<file path="src/rtl/dcpwm_pkg.sv">
// Constants for the two-channel pulse modulator: register map and fields.
// Assumes a 32-bit AXI4-Lite bus with one aligned word per register.
package dcpwm_pkg;
    // Printed offsets are not multiples of four, so they are word indices.
    localparam logic [7:0] DCPWM_IDX_A_CTRL  = 8'h8a;
    localparam logic [7:0] DCPWM_IDX_A_DUTY  = 8'h8b;
    localparam logic [7:0] DCPWM_IDX_B_CTRL  = 8'h8c;
    localparam logic [7:0] DCPWM_IDX_B_DUTY  = 8'h8d;
    localparam logic [7:0] DCPWM_IDX_STATUS  = 8'h8f;
    localparam logic [7:0] DCPWM_IDX_SLEEP   = 8'h90;
    localparam int         DCPWM_ADDR_W      = 12;
    localparam logic [7:0] DCPWM_RESET_VAL   = 8'h00;
    localparam logic [7:0] DCPWM_CTRL_WMASK  = 8'hdf;
    localparam int         DCPWM_BIT_EN      = 7;
    localparam int         DCPWM_BIT_IDLE    = 6;
    localparam int         DCPWM_BIT_FSEL    = 4;
    localparam int         DCPWM_FIX_DIV_LOG = 4;
    localparam int         DCPWM_A_DIV_MAX   = 15;
    localparam int         DCPWM_B_DIV_MAX   = 7;
    localparam logic [1:0] DCPWM_RESP_OKAY   = 2'b00;
    localparam logic [1:0] DCPWM_RESP_SLVERR = 2'b10;
endpackage

</file>
<file path="src/rtl/dcpwm_channel.sv">
// One pulse channel: prescaler, 256-step counter and output selection.
// Assumes control and duty come from registers on the same clock.
`timescale 1ns/1ps
module dcpwm_channel
    import dcpwm_pkg::*;
#(
    parameter int DIV_MAX = 15
) (
    // Clock and reset
    input  wire logic       aclk,
    input  wire logic       aresetn,
    // Settings
    input  wire logic [7:0] control,
    input  wire logic [7:0] duty,
    input  wire logic       sleep,
    // Output
    output logic            pulse_out
);
    logic [14:0] pre_r;
    logic [7:0]  cnt_r;
    logic [7:0]  duty_r;
    logic        out_r;
    logic [3:0]  code;
    logic        tick;
    logic        out_nxt;
    logic        fixed_clk;

    // Codes above the documented range are clamped to the slowest rate.
    assign code = (int'(control[3:0]) > DIV_MAX) ?
                  4'(DIV_MAX) : control[3:0];
    // Tick once every 2**code clocks.
    assign tick = ((pre_r & ((15'h0001 << code) - 15'h0001)) == 15'h0000);
    assign fixed_clk = pre_r[DCPWM_FIX_DIV_LOG-1];

    // Output priority: fixed clock, then sleep or disable level, then duty.
    assign out_nxt = control[DCPWM_BIT_FSEL] ? fixed_clk :
        (sleep || !control[DCPWM_BIT_EN]) ?
            control[DCPWM_BIT_IDLE] :
        (cnt_r <= duty_r);

    always_ff @(posedge aclk) begin
        if (!aresetn) begin
            pre_r  <= 15'h0000;
            cnt_r  <= 8'h00;
            duty_r <= DCPWM_RESET_VAL;
            out_r  <= 1'b0;
        end else begin
            pre_r <= pre_r + 15'h0001;
            out_r <= out_nxt;
            if (tick) begin
                cnt_r <= cnt_r + 8'h01;
                // Latching at the wrap avoids glitched periods on updates.
                if (cnt_r == 8'hff) begin
                    duty_r <= duty;
                end
            end
        end
    end

    assign pulse_out = out_r;
endmodule // dcpwm_channel

</file>
<file path="src/rtl/dcpwm_top.sv">
// Top of the two-channel pulse modulator with its AXI4-Lite register file.
// Assumes one clock; pins drive an external load such as a backlight.
//
// Summary of operation
// - Channel A high time is (N+1)/256.
// - Channel B bit 7 enables, else idle level.
// - Channel B bit 6 sets idle or sleep level.
// - Idle level applies only while bit 4 clear.
// - Channel B codes 0-7 divide by 2**code.
// - Channel B high time is (N+1)/256.
// - Channel A bit 7 enables, bit 6 idles.
// - Channel A bit 4 outputs clock divided sixteen.
// - Channel A codes 0-15 divide by 2**code.
`timescale 1ns/1ps
module dcpwm_top
    import dcpwm_pkg::*;
(
    // Clock and reset
    input  wire logic                    aclk,
    input  wire logic                    aresetn,
    // AXI4-Lite write address
    input  wire logic [DCPWM_ADDR_W-1:0] s_axi_awaddr,
    input  wire logic                    s_axi_awvalid,
    output logic                         s_axi_awready,
    // AXI4-Lite write data
    input  wire logic [31:0]             s_axi_wdata,
    input  wire logic [3:0]              s_axi_wstrb,
    input  wire logic                    s_axi_wvalid,
    output logic                         s_axi_wready,
    // AXI4-Lite write response
    output logic [1:0]                   s_axi_bresp,
    output logic                         s_axi_bvalid,
    input  wire logic                    s_axi_bready,
    // AXI4-Lite read address
    input  wire logic [DCPWM_ADDR_W-1:0] s_axi_araddr,
    input  wire logic                    s_axi_arvalid,
    output logic                         s_axi_arready,
    // AXI4-Lite read data
    output logic [31:0]                  s_axi_rdata,
    output logic [1:0]                   s_axi_rresp,
    output logic                         s_axi_rvalid,
    input  wire logic                    s_axi_rready,
    // Pulse outputs
    output logic                         pulse_a_output,
    output logic                         pulse_b_output
);
    logic [7:0]              pulse_a_control_r;
    logic [7:0]              pulse_a_duty_r;
    logic [7:0]              pulse_b_control_r;
    logic [7:0]              pulse_b_duty_r;
    logic                    sleep_r;
    logic                    aw_got_r;
    logic                    w_got_r;
    logic [DCPWM_ADDR_W-1:0] awaddr_r;
    logic [7:0]              wdata_r;
    logic                    wstrb0_r;
    logic                    bvalid_r;
    logic [1:0]              bresp_r;
    logic                    rvalid_r;
    logic [1:0]              rresp_r;
    logic [31:0]             rdata_r;

    // Byte address to word index; low two bits ignored.
    function automatic logic [9:0] word_idx(
        input logic [DCPWM_ADDR_W-1:0] a);
        word_idx = a[DCPWM_ADDR_W-1:2];
    endfunction

    function automatic logic mapped(input logic [9:0] i);
        mapped = (i == 10'(DCPWM_IDX_A_CTRL)) || (i == 10'(DCPWM_IDX_A_DUTY))
              || (i == 10'(DCPWM_IDX_B_CTRL)) || (i == 10'(DCPWM_IDX_B_DUTY))
              || (i == 10'(DCPWM_IDX_STATUS)) || (i == 10'(DCPWM_IDX_SLEEP));
    endfunction

    wire       aw_hs   = s_axi_awvalid && s_axi_awready;
    wire       w_hs    = s_axi_wvalid && s_axi_wready;
    wire       wr_go   = aw_got_r && w_got_r && !bvalid_r;
    wire [9:0] w_idx   = word_idx(awaddr_r);
    wire       w_en    = wr_go && wstrb0_r;
    wire       ar_hs   = s_axi_arvalid && s_axi_arready;
    wire [9:0] r_idx   = word_idx(s_axi_araddr);
    wire [7:0] status  = {6'h00, pulse_b_output, pulse_a_output};
    wire [7:0] rd_byte =
        (r_idx == 10'(DCPWM_IDX_A_CTRL)) ? pulse_a_control_r :
        (r_idx == 10'(DCPWM_IDX_A_DUTY)) ? pulse_a_duty_r :
        (r_idx == 10'(DCPWM_IDX_B_CTRL)) ? pulse_b_control_r :
        (r_idx == 10'(DCPWM_IDX_B_DUTY)) ? pulse_b_duty_r :
        (r_idx == 10'(DCPWM_IDX_STATUS)) ? status :
        (r_idx == 10'(DCPWM_IDX_SLEEP))  ? {7'h00, sleep_r} : 8'h00;

    // Readies stay low while a response waits, so one write is open at once.
    assign s_axi_awready = !aw_got_r && !bvalid_r;
    assign s_axi_wready  = !w_got_r && !bvalid_r;
    assign s_axi_bvalid  = bvalid_r;
    assign s_axi_bresp   = bresp_r;
    assign s_axi_arready = !rvalid_r;
    assign s_axi_rvalid  = rvalid_r;
    assign s_axi_rresp   = rresp_r;
    assign s_axi_rdata   = rdata_r;

    // Address and data may come in either order; each is held until used.
    always_ff @(posedge aclk) begin
        if (!aresetn) begin
            aw_got_r <= 1'b0;
            awaddr_r <= '0;
        end else if (aw_hs) begin
            aw_got_r <= 1'b1;
            awaddr_r <= s_axi_awaddr;
        end else if (wr_go) begin
            aw_got_r <= 1'b0;
        end
    end

    always_ff @(posedge aclk) begin
        if (!aresetn) begin
            w_got_r  <= 1'b0;
            wdata_r  <= 8'h00;
            wstrb0_r <= 1'b0;
        end else if (w_hs) begin
            w_got_r  <= 1'b1;
            wdata_r  <= s_axi_wdata[7:0];
            wstrb0_r <= s_axi_wstrb[0];
        end else if (wr_go) begin
            w_got_r <= 1'b0;
        end
    end

    // The response rises once both halves are held; setting wins.
    always_ff @(posedge aclk) begin
        if (!aresetn) begin
            bvalid_r <= 1'b0;
            bresp_r  <= DCPWM_RESP_OKAY;
        end else if (wr_go) begin
            bvalid_r <= 1'b1;
            bresp_r  <= mapped(w_idx) ? DCPWM_RESP_OKAY
                                      : DCPWM_RESP_SLVERR;
        end else if (bvalid_r && s_axi_bready) begin
            bvalid_r <= 1'b0;
        end
    end

    wire we_a_ctrl = w_en && (w_idx == 10'(DCPWM_IDX_A_CTRL));
    wire we_a_duty = w_en && (w_idx == 10'(DCPWM_IDX_A_DUTY));
    wire we_b_ctrl = w_en && (w_idx == 10'(DCPWM_IDX_B_CTRL));
    wire we_b_duty = w_en && (w_idx == 10'(DCPWM_IDX_B_DUTY));
    wire we_sleep  = w_en && (w_idx == 10'(DCPWM_IDX_SLEEP));

    // Registers reset to zero; reserved bit 5 of each control reads zero.
    always_ff @(posedge aclk) begin
        if (!aresetn) begin
            pulse_a_control_r <= DCPWM_RESET_VAL;
        end else if (we_a_ctrl) begin
            pulse_a_control_r <= wdata_r & DCPWM_CTRL_WMASK;
        end
    end

    always_ff @(posedge aclk) begin
        if (!aresetn) begin
            pulse_a_duty_r <= DCPWM_RESET_VAL;
        end else if (we_a_duty) begin
            pulse_a_duty_r <= wdata_r;
        end
    end

    always_ff @(posedge aclk) begin
        if (!aresetn) begin
            pulse_b_control_r <= DCPWM_RESET_VAL;
        end else if (we_b_ctrl) begin
            pulse_b_control_r <= wdata_r & DCPWM_CTRL_WMASK;
        end
    end

    always_ff @(posedge aclk) begin
        if (!aresetn) begin
            pulse_b_duty_r <= DCPWM_RESET_VAL;
        end else if (we_b_duty) begin
            pulse_b_duty_r <= wdata_r;
        end
    end

    always_ff @(posedge aclk) begin
        if (!aresetn) begin
            sleep_r <= 1'b0;
        end else if (we_sleep) begin
            sleep_r <= wdata_r[0];
        end
    end

    // Read channel; data is held until rready.
    always_ff @(posedge aclk) begin
        if (!aresetn) begin
            rvalid_r <= 1'b0;
            rresp_r  <= DCPWM_RESP_OKAY;
            rdata_r  <= 32'h0000_0000;
        end else if (ar_hs) begin
            rvalid_r <= 1'b1;
            rresp_r  <= mapped(r_idx) ? DCPWM_RESP_OKAY : DCPWM_RESP_SLVERR;
            rdata_r  <= {24'h000000, rd_byte};
        end else if (rvalid_r && s_axi_rready) begin
            rvalid_r <= 1'b0;
        end
    end

    // The fixed-clock mode of channel A uses the system clock, since the
    // oscillator is not a separate clock here.
    dcpwm_channel #(.DIV_MAX(DCPWM_A_DIV_MAX)) u_chan_a (
        .aclk      (aclk),
        .aresetn   (aresetn),
        .control   (pulse_a_control_r),
        .duty      (pulse_a_duty_r),
        .sleep     (sleep_r),
        .pulse_out (pulse_a_output)
    );

    dcpwm_channel #(.DIV_MAX(DCPWM_B_DIV_MAX)) u_chan_b (
        .aclk      (aclk),
        .aresetn   (aresetn),
        .control   (pulse_b_control_r),
        .duty      (pulse_b_duty_r),
        .sleep     (sleep_r),
        .pulse_out (pulse_b_output)
    );
endmodule // dcpwm_top

</file>
<file path="config.mk">
export PLATFORM = sky130hd
export DESIGN_NAME = dcpwm_top
export DESIGN_NICKNAME = d
export VERILOG_FILES = /design/src/rtl/dcpwm_pkg.sv /design/src/rtl/dcpwm_channel.sv /design/src/rtl/dcpwm_top.sv
export SDC_FILE = /design/constraint.sdc
export NUM_CORES = 1
export LEC_CHECK = 0
export BUFFER_PORTS_ARGS = -buffer_cell sky130_fd_sc_hd__buf_2
export CAP_MARGIN = 40
export CORE_MARGIN = 1
export CORE_UTILIZATION = 52
export CTS_CLUSTER_SIZE = 10
export DETAILED_ROUTE_END_ITERATION = 8
export GPL_ROUTABILITY_DRIVEN = 0
export PLACE_DENSITY = 0.86
export SYNTH_ARGS = -nofsm -noshare
export SYNTH_HDL_FRONTEND = slang
export SYNTH_HIERARCHICAL = 1
export SYNTH_SLANG_ARGS = --single-unit
export TNS_END_PERCENT = 20
</file>
<file path="constraint.sdc">
create_clock -name aclk -period 2.97 [get_ports aclk]
set_input_delay 0.4455 -clock aclk [delete_from_list [all_inputs] [get_ports aclk]]
set_output_delay 0.4455 -clock aclk [all_outputs]
set_load 0.02 [all_outputs]
</file>
## Word-level counts from Yosys, hierarchy flattened

Index checks and enable logic that the tools add are counted.
W data, S select, Z words.

- Bitwise operators: 2
- Add/sub/neg operators: 6
- Shift operators: 2
- $lt $le $gt $ge: 3
- Muxes and demuxes: 20
- Reductions and logical operators: 41
- Equal/unequal tests: 14

Operators by type and width:

| cell | number |
|---|---|
| $eq A10 B8 Y1 const B | 12 |
| $mux W8 | 4 |
| $add A15 B1 Y15 const B | 2 |
| $and A15 B15 Y15 | 2 |
| $logic_not A15 Y1 | 2 |
| $shl A1 B4 Y15 const A | 2 |
| $sub A15 B1 Y15 const B | 2 |
| $add A8 B1 Y8 const B | 2 |
| $eq A8 B8 Y1 const B | 2 |
| $le A8 B8 Y1 | 2 |
| $logic_and A1 B1 Y1 | 15 |
| $logic_or A1 B1 Y1 | 12 |
| $mux W1 | 12 |
| $reduce_bool A2 Y1 | 4 |
| $logic_not A1 Y1 | 6 |
| $mux W2 | 3 |
| $gt A4 B3 Y1 const B | 1 |
| $mux W4 | 1 |
| $reduce_and A2 Y1 | 2 |

- Register bits after elaboration: 132
- Output and inout bits: 43
- Input bits: 67
- Word-level logic and storage cells: 111

## Depth between registers and ports, before layout

Gate-level depths: netlist (run 1).

- Depth in word-level cells: 7
- Gate-level depth with buffers: 12
- Mapped depth without buffers: 8

## Modules after synthesis

The synthesis (run 1) kept the hierarchy.

Modules (own cells, without submodules):

| module | cells an instance | times used | seq. area each (µm²) | area each (µm²) |
|---|---|---|---|---|
| dcpwm_top | 389 | 1 | 1281.2 | 3158.0 |
| dcpwm_channel at u_chan_a | 235 | 1 | 640.6 | 1881.8 |
| dcpwm_channel at u_chan_b | 215 | 1 | 640.6 | 1759.2 |

## Worst setup path before layout (run 1)

OpenSTA, ideal clock, no wires.

- Kind: register -> register
- Start: register pulse_a_control_r[2]
- End: register u_chan_a.cnt_r[0]
- Path buffers: 4
- Period minus slack after synthesis: 2.818 ns
- Data required time: 2.842 ns
- Path slack: 0.152 ns
- Data arrival time: 2.690 ns
- Setup time: 0.128 ns
- Cell stages (with the launch flop): 13
- Cells stage by stage: dfxtp_1 -> buf_2 -> buf_2 -> or4b_2 -> ha_1 -> buf_2 -> or3_1 -> a21oi_1 -> nor3_2 -> nand4_1 -> buf_2 -> xnor2_1 -> nor2_1

- Cells in the longest elaborated chain, start to end: 4

Ends and longest elaborated chain:

| element | line | source |
|---|---|---|
| start: declaration | dcpwm_top.sv:47 | `logic [7:0] pulse_a_control_r;` |
| start signal: assignment | dcpwm_top.sv:153 | `pulse_a_control_r <= wdata_r & DCPWM_CTRL_WMASK;` |
| $shl A1 B4 Y15 | dcpwm_channel.sv:32 | `assign tick = ((pre_r & ((15'h0001 << code) - 15'h0001)) == 15'h0000);` |
| $sub A15 B1 Y15 | dcpwm_channel.sv:32 |  |
| $and A15 B15 Y15 | dcpwm_channel.sv:32 |  |
| $logic_not A15 Y1 | dcpwm_channel.sv:32 |  |
| end signal: assignment | dcpwm_channel.sv:51 | `cnt_r <= cnt_r + 8'h01;` |
| end: declaration | dcpwm_channel.sv:20 | `logic [7:0] cnt_r;` |

Every way passes these cells.
A chain may end at the register's enable or synchronous reset.

## Final worst setup path (run 1)

- Start: register pulse_a_control_r[1]
- End: register u_chan_a.cnt_r[6]

The elaborated chain is that of the path after synthesis.

==> results.py, run 1 <==
metrics = {
    "outcome": {
        "outcome": "completed",
    },
    "yosys": {
        "synthTopCellsByArea": "dfxtp_1 38%, a21oi_1 6.8%, nand2_1 5.1%",
        "yosysSeqAreaShare_pct": 37.7,
        "syn_inst": 839,
        "yosysTopAreaCell": "dfxtp_1",
        "ys_types": 74,
        "synth_top_area_share_pct": 37.7,
        "yosys_warnings": 6,
        "async_reset_ff_share_pct": 0,
        "synth_ff_type": "dfxtp_1",
        "postSynthAreaPerCell_um2": 8.10,
        "syn_area_um2": 6800,
        "synth-edff-count": 0,
        "ys_seq_elements": 128,
    },
    "setup_path": {
        "worstPathRequired_ps": 3310,
        "rr_endpoint": "u_chan_a/cnt_r[6]",
        "cp-start-kind": "register",
        "worstPathMaxFanout": 15,
        "reg2reg_depth": 9,
        "endpoint_kind": "register",
        "reg2reg_slack_ps": 80,
        "cp.arrival_ps": 3230,
        "path_class": "reg -> reg",
        "r2r-start": "pulse_a_control_r[1]",
    },
    "cts": {
        "clockBufferDepth": 2,
        "cts_hold_buf": 0,
        "worstSkewPairLatency_ps": 420,
        "numCtsBuffers": 17,
        "cts.repair.resized": 0,
        "path_clk_slew_ps": 50,
        "h-tree-depth": 4,
        "cts_root_buf": "clkbuf_16",
        "cts_tree": "done",
        "cts_sinks": 128,
        "post_cts_buffers": 0,
    },
    "final_layout": {
        "fin_cells": 1059,
        "finalCoreUtilization_pct": 59.9,
        "drive_gt1_share_pct": 12.5,
        "diodes": 0,
        "nNetsFinal": 965,
        "area_growth_pct": 11.6,
        "stdcell_area_um2": 7580,
    },
    "timing": {
        "finalHoldViolCount": 0,
        "finClkSkew_ps": 9.81,
        "fin_worst_hold_slack_ps": 208,
        "tns_ps": 0,
        "fmax_mhz": 346,
        "fin_crit_sh_pct": 97.2,
        "rsz0062_at_grt": "no",
        "worst_slack_ps": 83.8,
        "tightestPinTransition_ps": 789,
        "finalMaxSlewViolations": 0,
        "fin_crit_ps": 2890,
        "slew_headroom_pct": 47.3,
        "setup_viol": 0,
    },
    "run": {
        "drv_cap": 0,
    },
    "floorplan": {
        "die_w_um": 116,
        "core_area_um2": 12700,
        "num_rows": 41,
        "die_area_um2": 13500,
        "io_pins": 110,
        "die_h_um": 116,
        "initial_core_util_pct": 53.7,
    },
    "power": {
        "peakVddDrop_mv": 0.358,
        "total_leakage_power_nw": 2.84,
        "powerDensity_nw_per_um2": 527,
        "finalPower_mw": 4.00,
    },
    "routing": {
        "routed_wl_mm": 15.2,
        "dr.pass1.iters": 5,
        "drcViolationCount": 0,
        "wl_per_cell_um": 14.4,
        "num_vias": 6023,
        "drt_iter0_drc": 556,
        "antenna_left": 0,
        "viasPerCell": 5.69,
    },
    "global_route": {
        "antenna_found_initial": 0,
        "grt_use_total_pct": 23.4,
        "grt-ovfl-total": 0,
        "grt_pass1_wl_mm": 24.8,
        "grt_max_degree": 48,
        "grt_pass1_vias": 5254,
    },
    "placement": {
        "place_area_um2": 7040,
        "port_buffers": 52,
        "place_ws_ps": 127,
        "dp.cells": 1029,
        "dp_hpwl_mm": 10.5,
    },
    "worst_hold_path": {
        "holdPathEnd": "s_axi_rvalid",
        "min_from": "s_axi_rready",
        "min_path_type": "in -> reg",
        "min_path_cells": 2,
    },
}
[per-layer routing]
layer	track usage [%]	wire, um	vias up
met2	35.7	6840	214
met5	0	0	-
met1	31.8	7020	2778
met3	5.60	1060	28
met4	9.15	292	0
li1	-	-	3003
[critical path: stages (launching register included)]
cell and delay [ps]:
dfxtp_1 340, or4b_2 650, ha_1 310, nand2_1 100, a21oi_1 50, nor4_1 310, nand4_1 200, buf_12 190
or4_1 500, a21oi_1 150
[how the worst max path moves through the flow]
| stage | start | to | cells past startpoint |
|---|---|---|---|
| 6_report | pulse_a_control_r[1] | u_chan_a/cnt_r[6] | 9 |
| 5_1_grt | pulse_a_control_r[1] | u_chan_a/cnt_r[7] | 9 |
| 4_1_cts | pulse_a_control_r[1] | u_chan_a/cnt_r[6] | 9 |
| 3_5_place_dp | pulse_a_control_r[1] | u_chan_a/cnt_r[6] | 9 |
| 3_3_place_gp | pulse_a_control_r[1] | u_chan_a/cnt_r[6] | 9 |
| 2_1_floorplan | pulse_a_control_r[2] | u_chan_a/cnt_r[0] | 12 |
[cell usage in the layout, fill, tap and decap left out, types with 3 or more instances in the layout]
cell type | Yosys | layout
clkbuf_8 | 0 | 4
or4_1 | 11 | 11
nor2b_1 | 11 | 11
dfxtp_1 | 128 | 128
nor2_1 | 49 | 49
inv_1 | 33 | 33
clkinv_2 | 0 | 4
nand3b_1 | 3 | 3
buf_4 | 26 | 11
and2_1 | 11 | 11
nand2b_1 | 9 | 9
and3b_1 | 3 | 3
a32oi_1 | 3 | 3
buf_2 | 12 | 52
clkbuf_1 | 23 | 3
and3_1 | 10 | 10
conb_1 | 1 | 26
or3_1 | 9 | 9
a21o_1 | 3 | 3
o22ai_1 | 7 | 7
o211ai_1 | 6 | 6
ha_1 | 22 | 22
o31ai_1 | 10 | 10
nand4_1 | 19 | 19
nand2_1 | 93 | 93
clkbuf_16 | 0 | 17
o2111ai_1 | 3 | 3
xnor2_1 | 8 | 8
xor2_1 | 16 | 16
a21oi_1 | 93 | 93
nor3_1 | 7 | 7
nand3_1 | 67 | 67
o21ai_0 | 56 | 56
mux2i_1 | 19 | 19
o21ai_1 | 5 | 5
and4_1 | 3 | 3
[area by class of cell]
| class | instances | area [um^2] |
|---|---|---|
| fillers | 1126 | 5090 |
| inverters | 35 | 131 |
| flip-flops and latches | 128 | 2560 |
| repair buffers | 64 | 363 |
| multi-input cells | 630 | 3760 |
| clock inverters | 6 | 57.6 |
| clock buffers | 24 | 492 |
| well taps | 172 | 215 |
[cells by family (layout without fill, tap and decap cells)]
logic type | after synthesis | after routing | share of synthesized area [%]
AO/OA/AOI/OAI | 208 | 208 | 17.7
XOR/XNOR | 24 | 24 | 3.09
adder cells (fa/ha/maj) | 22 | 22 | 4.05
buffers and inverters | 106 | 129 | 8.34
flip-flops | 128 | 128 | 37.7
multiplexers | 20 | 20 | 2.96
other | 1 | 26 | 0.0552
AND/OR/NAND/NOR | 330 | 330 | 26.1
[state kept, by name, indices dropped and copies added, names as in the netlist, 7 cells and up]
name	cells
u_chan_b/cnt_r	8
u_chan_a/duty_r	8
pulse_b_duty_r	8
pulse_a_control_r	7
s_axi_rdata	8
u_chan_b/duty_r	8
u_chan_b/pre_r	15
wdata_r	8
u_chan_a/cnt_r	8
pulse_a_duty_r	8
awaddr_r	10
pulse_b_control_r	7
u_chan_a/pre_r	15
[synth_stat cells, drive strengths merged, types with 16 or more instances]
| library cell | instances |
|---|---|
| a21oi | 93 |
| buf | 46 |
| clkbuf | 25 |
| dfxtp | 128 |
| ha | 22 |
| inv | 35 |
| mux2i | 19 |
| nand2 | 93 |
| nand3 | 67 |
| nand4 | 19 |
| nor2 | 50 |
| o21ai | 61 |
| xor2 | 16 |
[power by group]
group | switching, mW | internal (mW) | total [mW]
clock | 0.705 | 1.22 | 1.93
sequential | 0.0517 | 1.76 | 1.81
combinational | 0.174 | 0.0890 | 0.263
(Power assumes the default switching activity.)
==> run 2, diff against run 1 <==
CELL_PAD_IN_SITES_DETAIL_PLACEMENT = 0   (was default)
CELL_PAD_IN_SITES_GLOBAL_PLACEMENT = 1   (was default)
CORE_UTILIZATION = 38   (was 52)
PLACE_DENSITY = 0.85   (was 0.86)
==> results.py, run 2 (synthesis gave the netlist of run 1 again) <==
metrics = {
    "placement": {
        "port_buffers": 52,
        "place_ws_ps": 87.8,
        "dp_hpwl_mm": 11.6,
        "place_area_um2": 7120,
    },
    "setup_path": {
        "crit_slowest_cell": "or4b_2",
        "r2r-start": "pulse_a_control_r[3]",
        "cp-startpoint": "pulse_a_control_r[3]",
        "cp_num_buf_inv": 1,
        "path_class": "reg -> reg",
        "crit_family": "simple AND/OR/NAND/NOR gates",
        "endpoint_kind": "register",
        "worstPathMaxFanout": 15,
        "cp_common_cell": "a21oi_1",
        "max_stage_delay_ps": 670,
        "worstPathRequired_ps": 3310,
        "cp-start-kind": "register",
        "worstPathCellList": "or4b_2 -> ha_2 -> nand2_1 -> a21oi_1 -> nor4_2 -> nand4_1 -> buf_12 -> or4_1 -> a21oi_1",
        "cp.arrival_ps": 3140,
    },
    "floorplan": {
        "core_area_um2": 17400,
        "die_w_um": 136,
        "die_h_um": 136,
        "die_area_um2": 18400,
        "num_rows": 48,
        "io_pins": 110,
        "initial_core_util_pct": 39.2,
    },
    "cts": {
        "cts_hold_buf": 0,
        "cts.repair.resized": 0,
        "h-tree-depth": 4,
        "clockBufferDepth": 2,
        "worstSkewPairLatency_ps": 420,
        "cts_sinks": 128,
        "post_cts_buffers": 0,
        "cts_root_buf": "clkbuf_16",
        "cts_tree": "done",
        "numCtsBuffers": 17,
        "path_clk_slew_ps": 60,
    },
    "routing": {
        "dr.pass1.iters": 5,
        "num_vias": 5942,
        "wl_per_cell_um": 14.6,
        "drt_iter0_drc": 383,
        "viasPerCell": 5.33,
        "routed_wl_mm": 16.3,
        "antenna_left": 0,
        "drcViolationCount": 0,
    },
    "global_route": {
        "grt_pass1_wl_mm": 27.2,
        "grt_use_total_pct": 18.8,
        "antenna_found_initial": 0,
        "grt-ovfl-total": 0,
        "grt_pass1_vias": 5401,
        "grt_max_degree": 52,
    },
    "worst_hold_path": {
        "min_path_type": "in -> reg",
        "min_from": "s_axi_rready",
    },
    "power": {
        "peakVddDrop_mv": 0.458,
        "total_leakage_power_nw": 2.87,
        "finalPower_mw": 4.13,
        "powerDensity_nw_per_um2": 535,
    },
    "final_layout": {
        "nNetsFinal": 966,
        "diodes": 0,
        "nFillCells": 1742,
        "area_growth_pct": 13.5,
        "mostFrequentLayoutCells": "128 x dfxtp_1, 93 x nand2_1, 93 x a21oi_1",
        "drive_gt1_share_pct": 13.3,
        "top_regs": "u_chan_a/pre_r: 15 flops, u_chan_b/pre_r: 15 flops, awaddr_r: 10 flops",
        "stdcell_area_um2": 7710,
        "final_common_cell": "dfxtp_1",
    },
    "timing": {
        "fin_crit_ps": 2800,
        "setup_viol": 0,
        "tns_ps": 0,
        "finalMaxSlewViolations": 0,
        "rsz0062_at_grt": "no",
        "fmax_mhz": 357,
        "finClkSkew_ps": 5.25,
        "fin_worst_hold_slack_ps": 213,
        "worst_slack_ps": 172,
        "slew_headroom_pct": 51.9,
        "tightestPinTransition_ps": 721,
        "fin_crit_sh_pct": 94.2,
        "finalHoldViolCount": 0,
    },
    "run": {
        "drv_cap": 0,
    },
    "outcome": {
        "outcome": "completed",
    },
}
[run 2: changes by cell type in the layout (fill, tap and decap cells not counted), sizes merged]
cell	previous run	this run
clkbuf	24	21
clkinv	4	6
buf	64	65
clkinvlp	1	3
bufinv	1	2
[run 2: per-layer routing]
metal  wire length [um]  vias up  GRT usage (%)
li1                   -     3015              -
met1               7970     2763           26.0
met2               7320      148           28.9
met3                732       16           3.63
met4                245        0           6.62
met5                  0        -              0
[run 2: final cells by class]
type / instances / area, um^2 / share of cell area, %
Clock buffer: 21 / 470 / 6.10
Timing Repair Buffer: 65 / 383 / 4.96
Clock inverter: 11 / 113 / 1.46
Tap cell: 225 / 282 / 3.65
Sequential cell: 128 / 2560 / 33.2
Inverter: 35 / 131 / 1.70
Multi-Input combinational cell: 630 / 3770 / 48.9
[run 2: final timing paths]
kind	endpoint	slack, ps	cells after the start
hold reg to reg	s_axi_rdata[6]	450	2
setup / recovery	u_chan_a/cnt_r[6]	170	9
setup reg to reg	u_chan_a/cnt_r[6]	170	9
hold / removal	s_axi_rvalid	210	2
[run 2: report_power, final]
group | switching [mW] | internal [mW]
Combinational | 0.179 | 0.0912
Sequential | 0.0507 | 1.76
Clock | 0.760 | 1.29
Total | 0.989 | 3.14
[run 2: metrics by stage]
stage               utilization, %  cells
detailed placement            41.0   1083
global placement              40.9   1082
global route                  44.4   1115
finish                        44.4   1115
CTS                           44.4   1115
floorplan                        -    864
[run 2: worst reg2reg max path, delay by kind of cell, from the launching register on]
kind	cells	cell delay [ps]
buffers and inverters	1	180
flip-flops	1	340
AND/OR/NAND/NOR	5	1740
AO/OA/AOI/OAI	2	200
adder cells (fa/ha/maj)	1	250
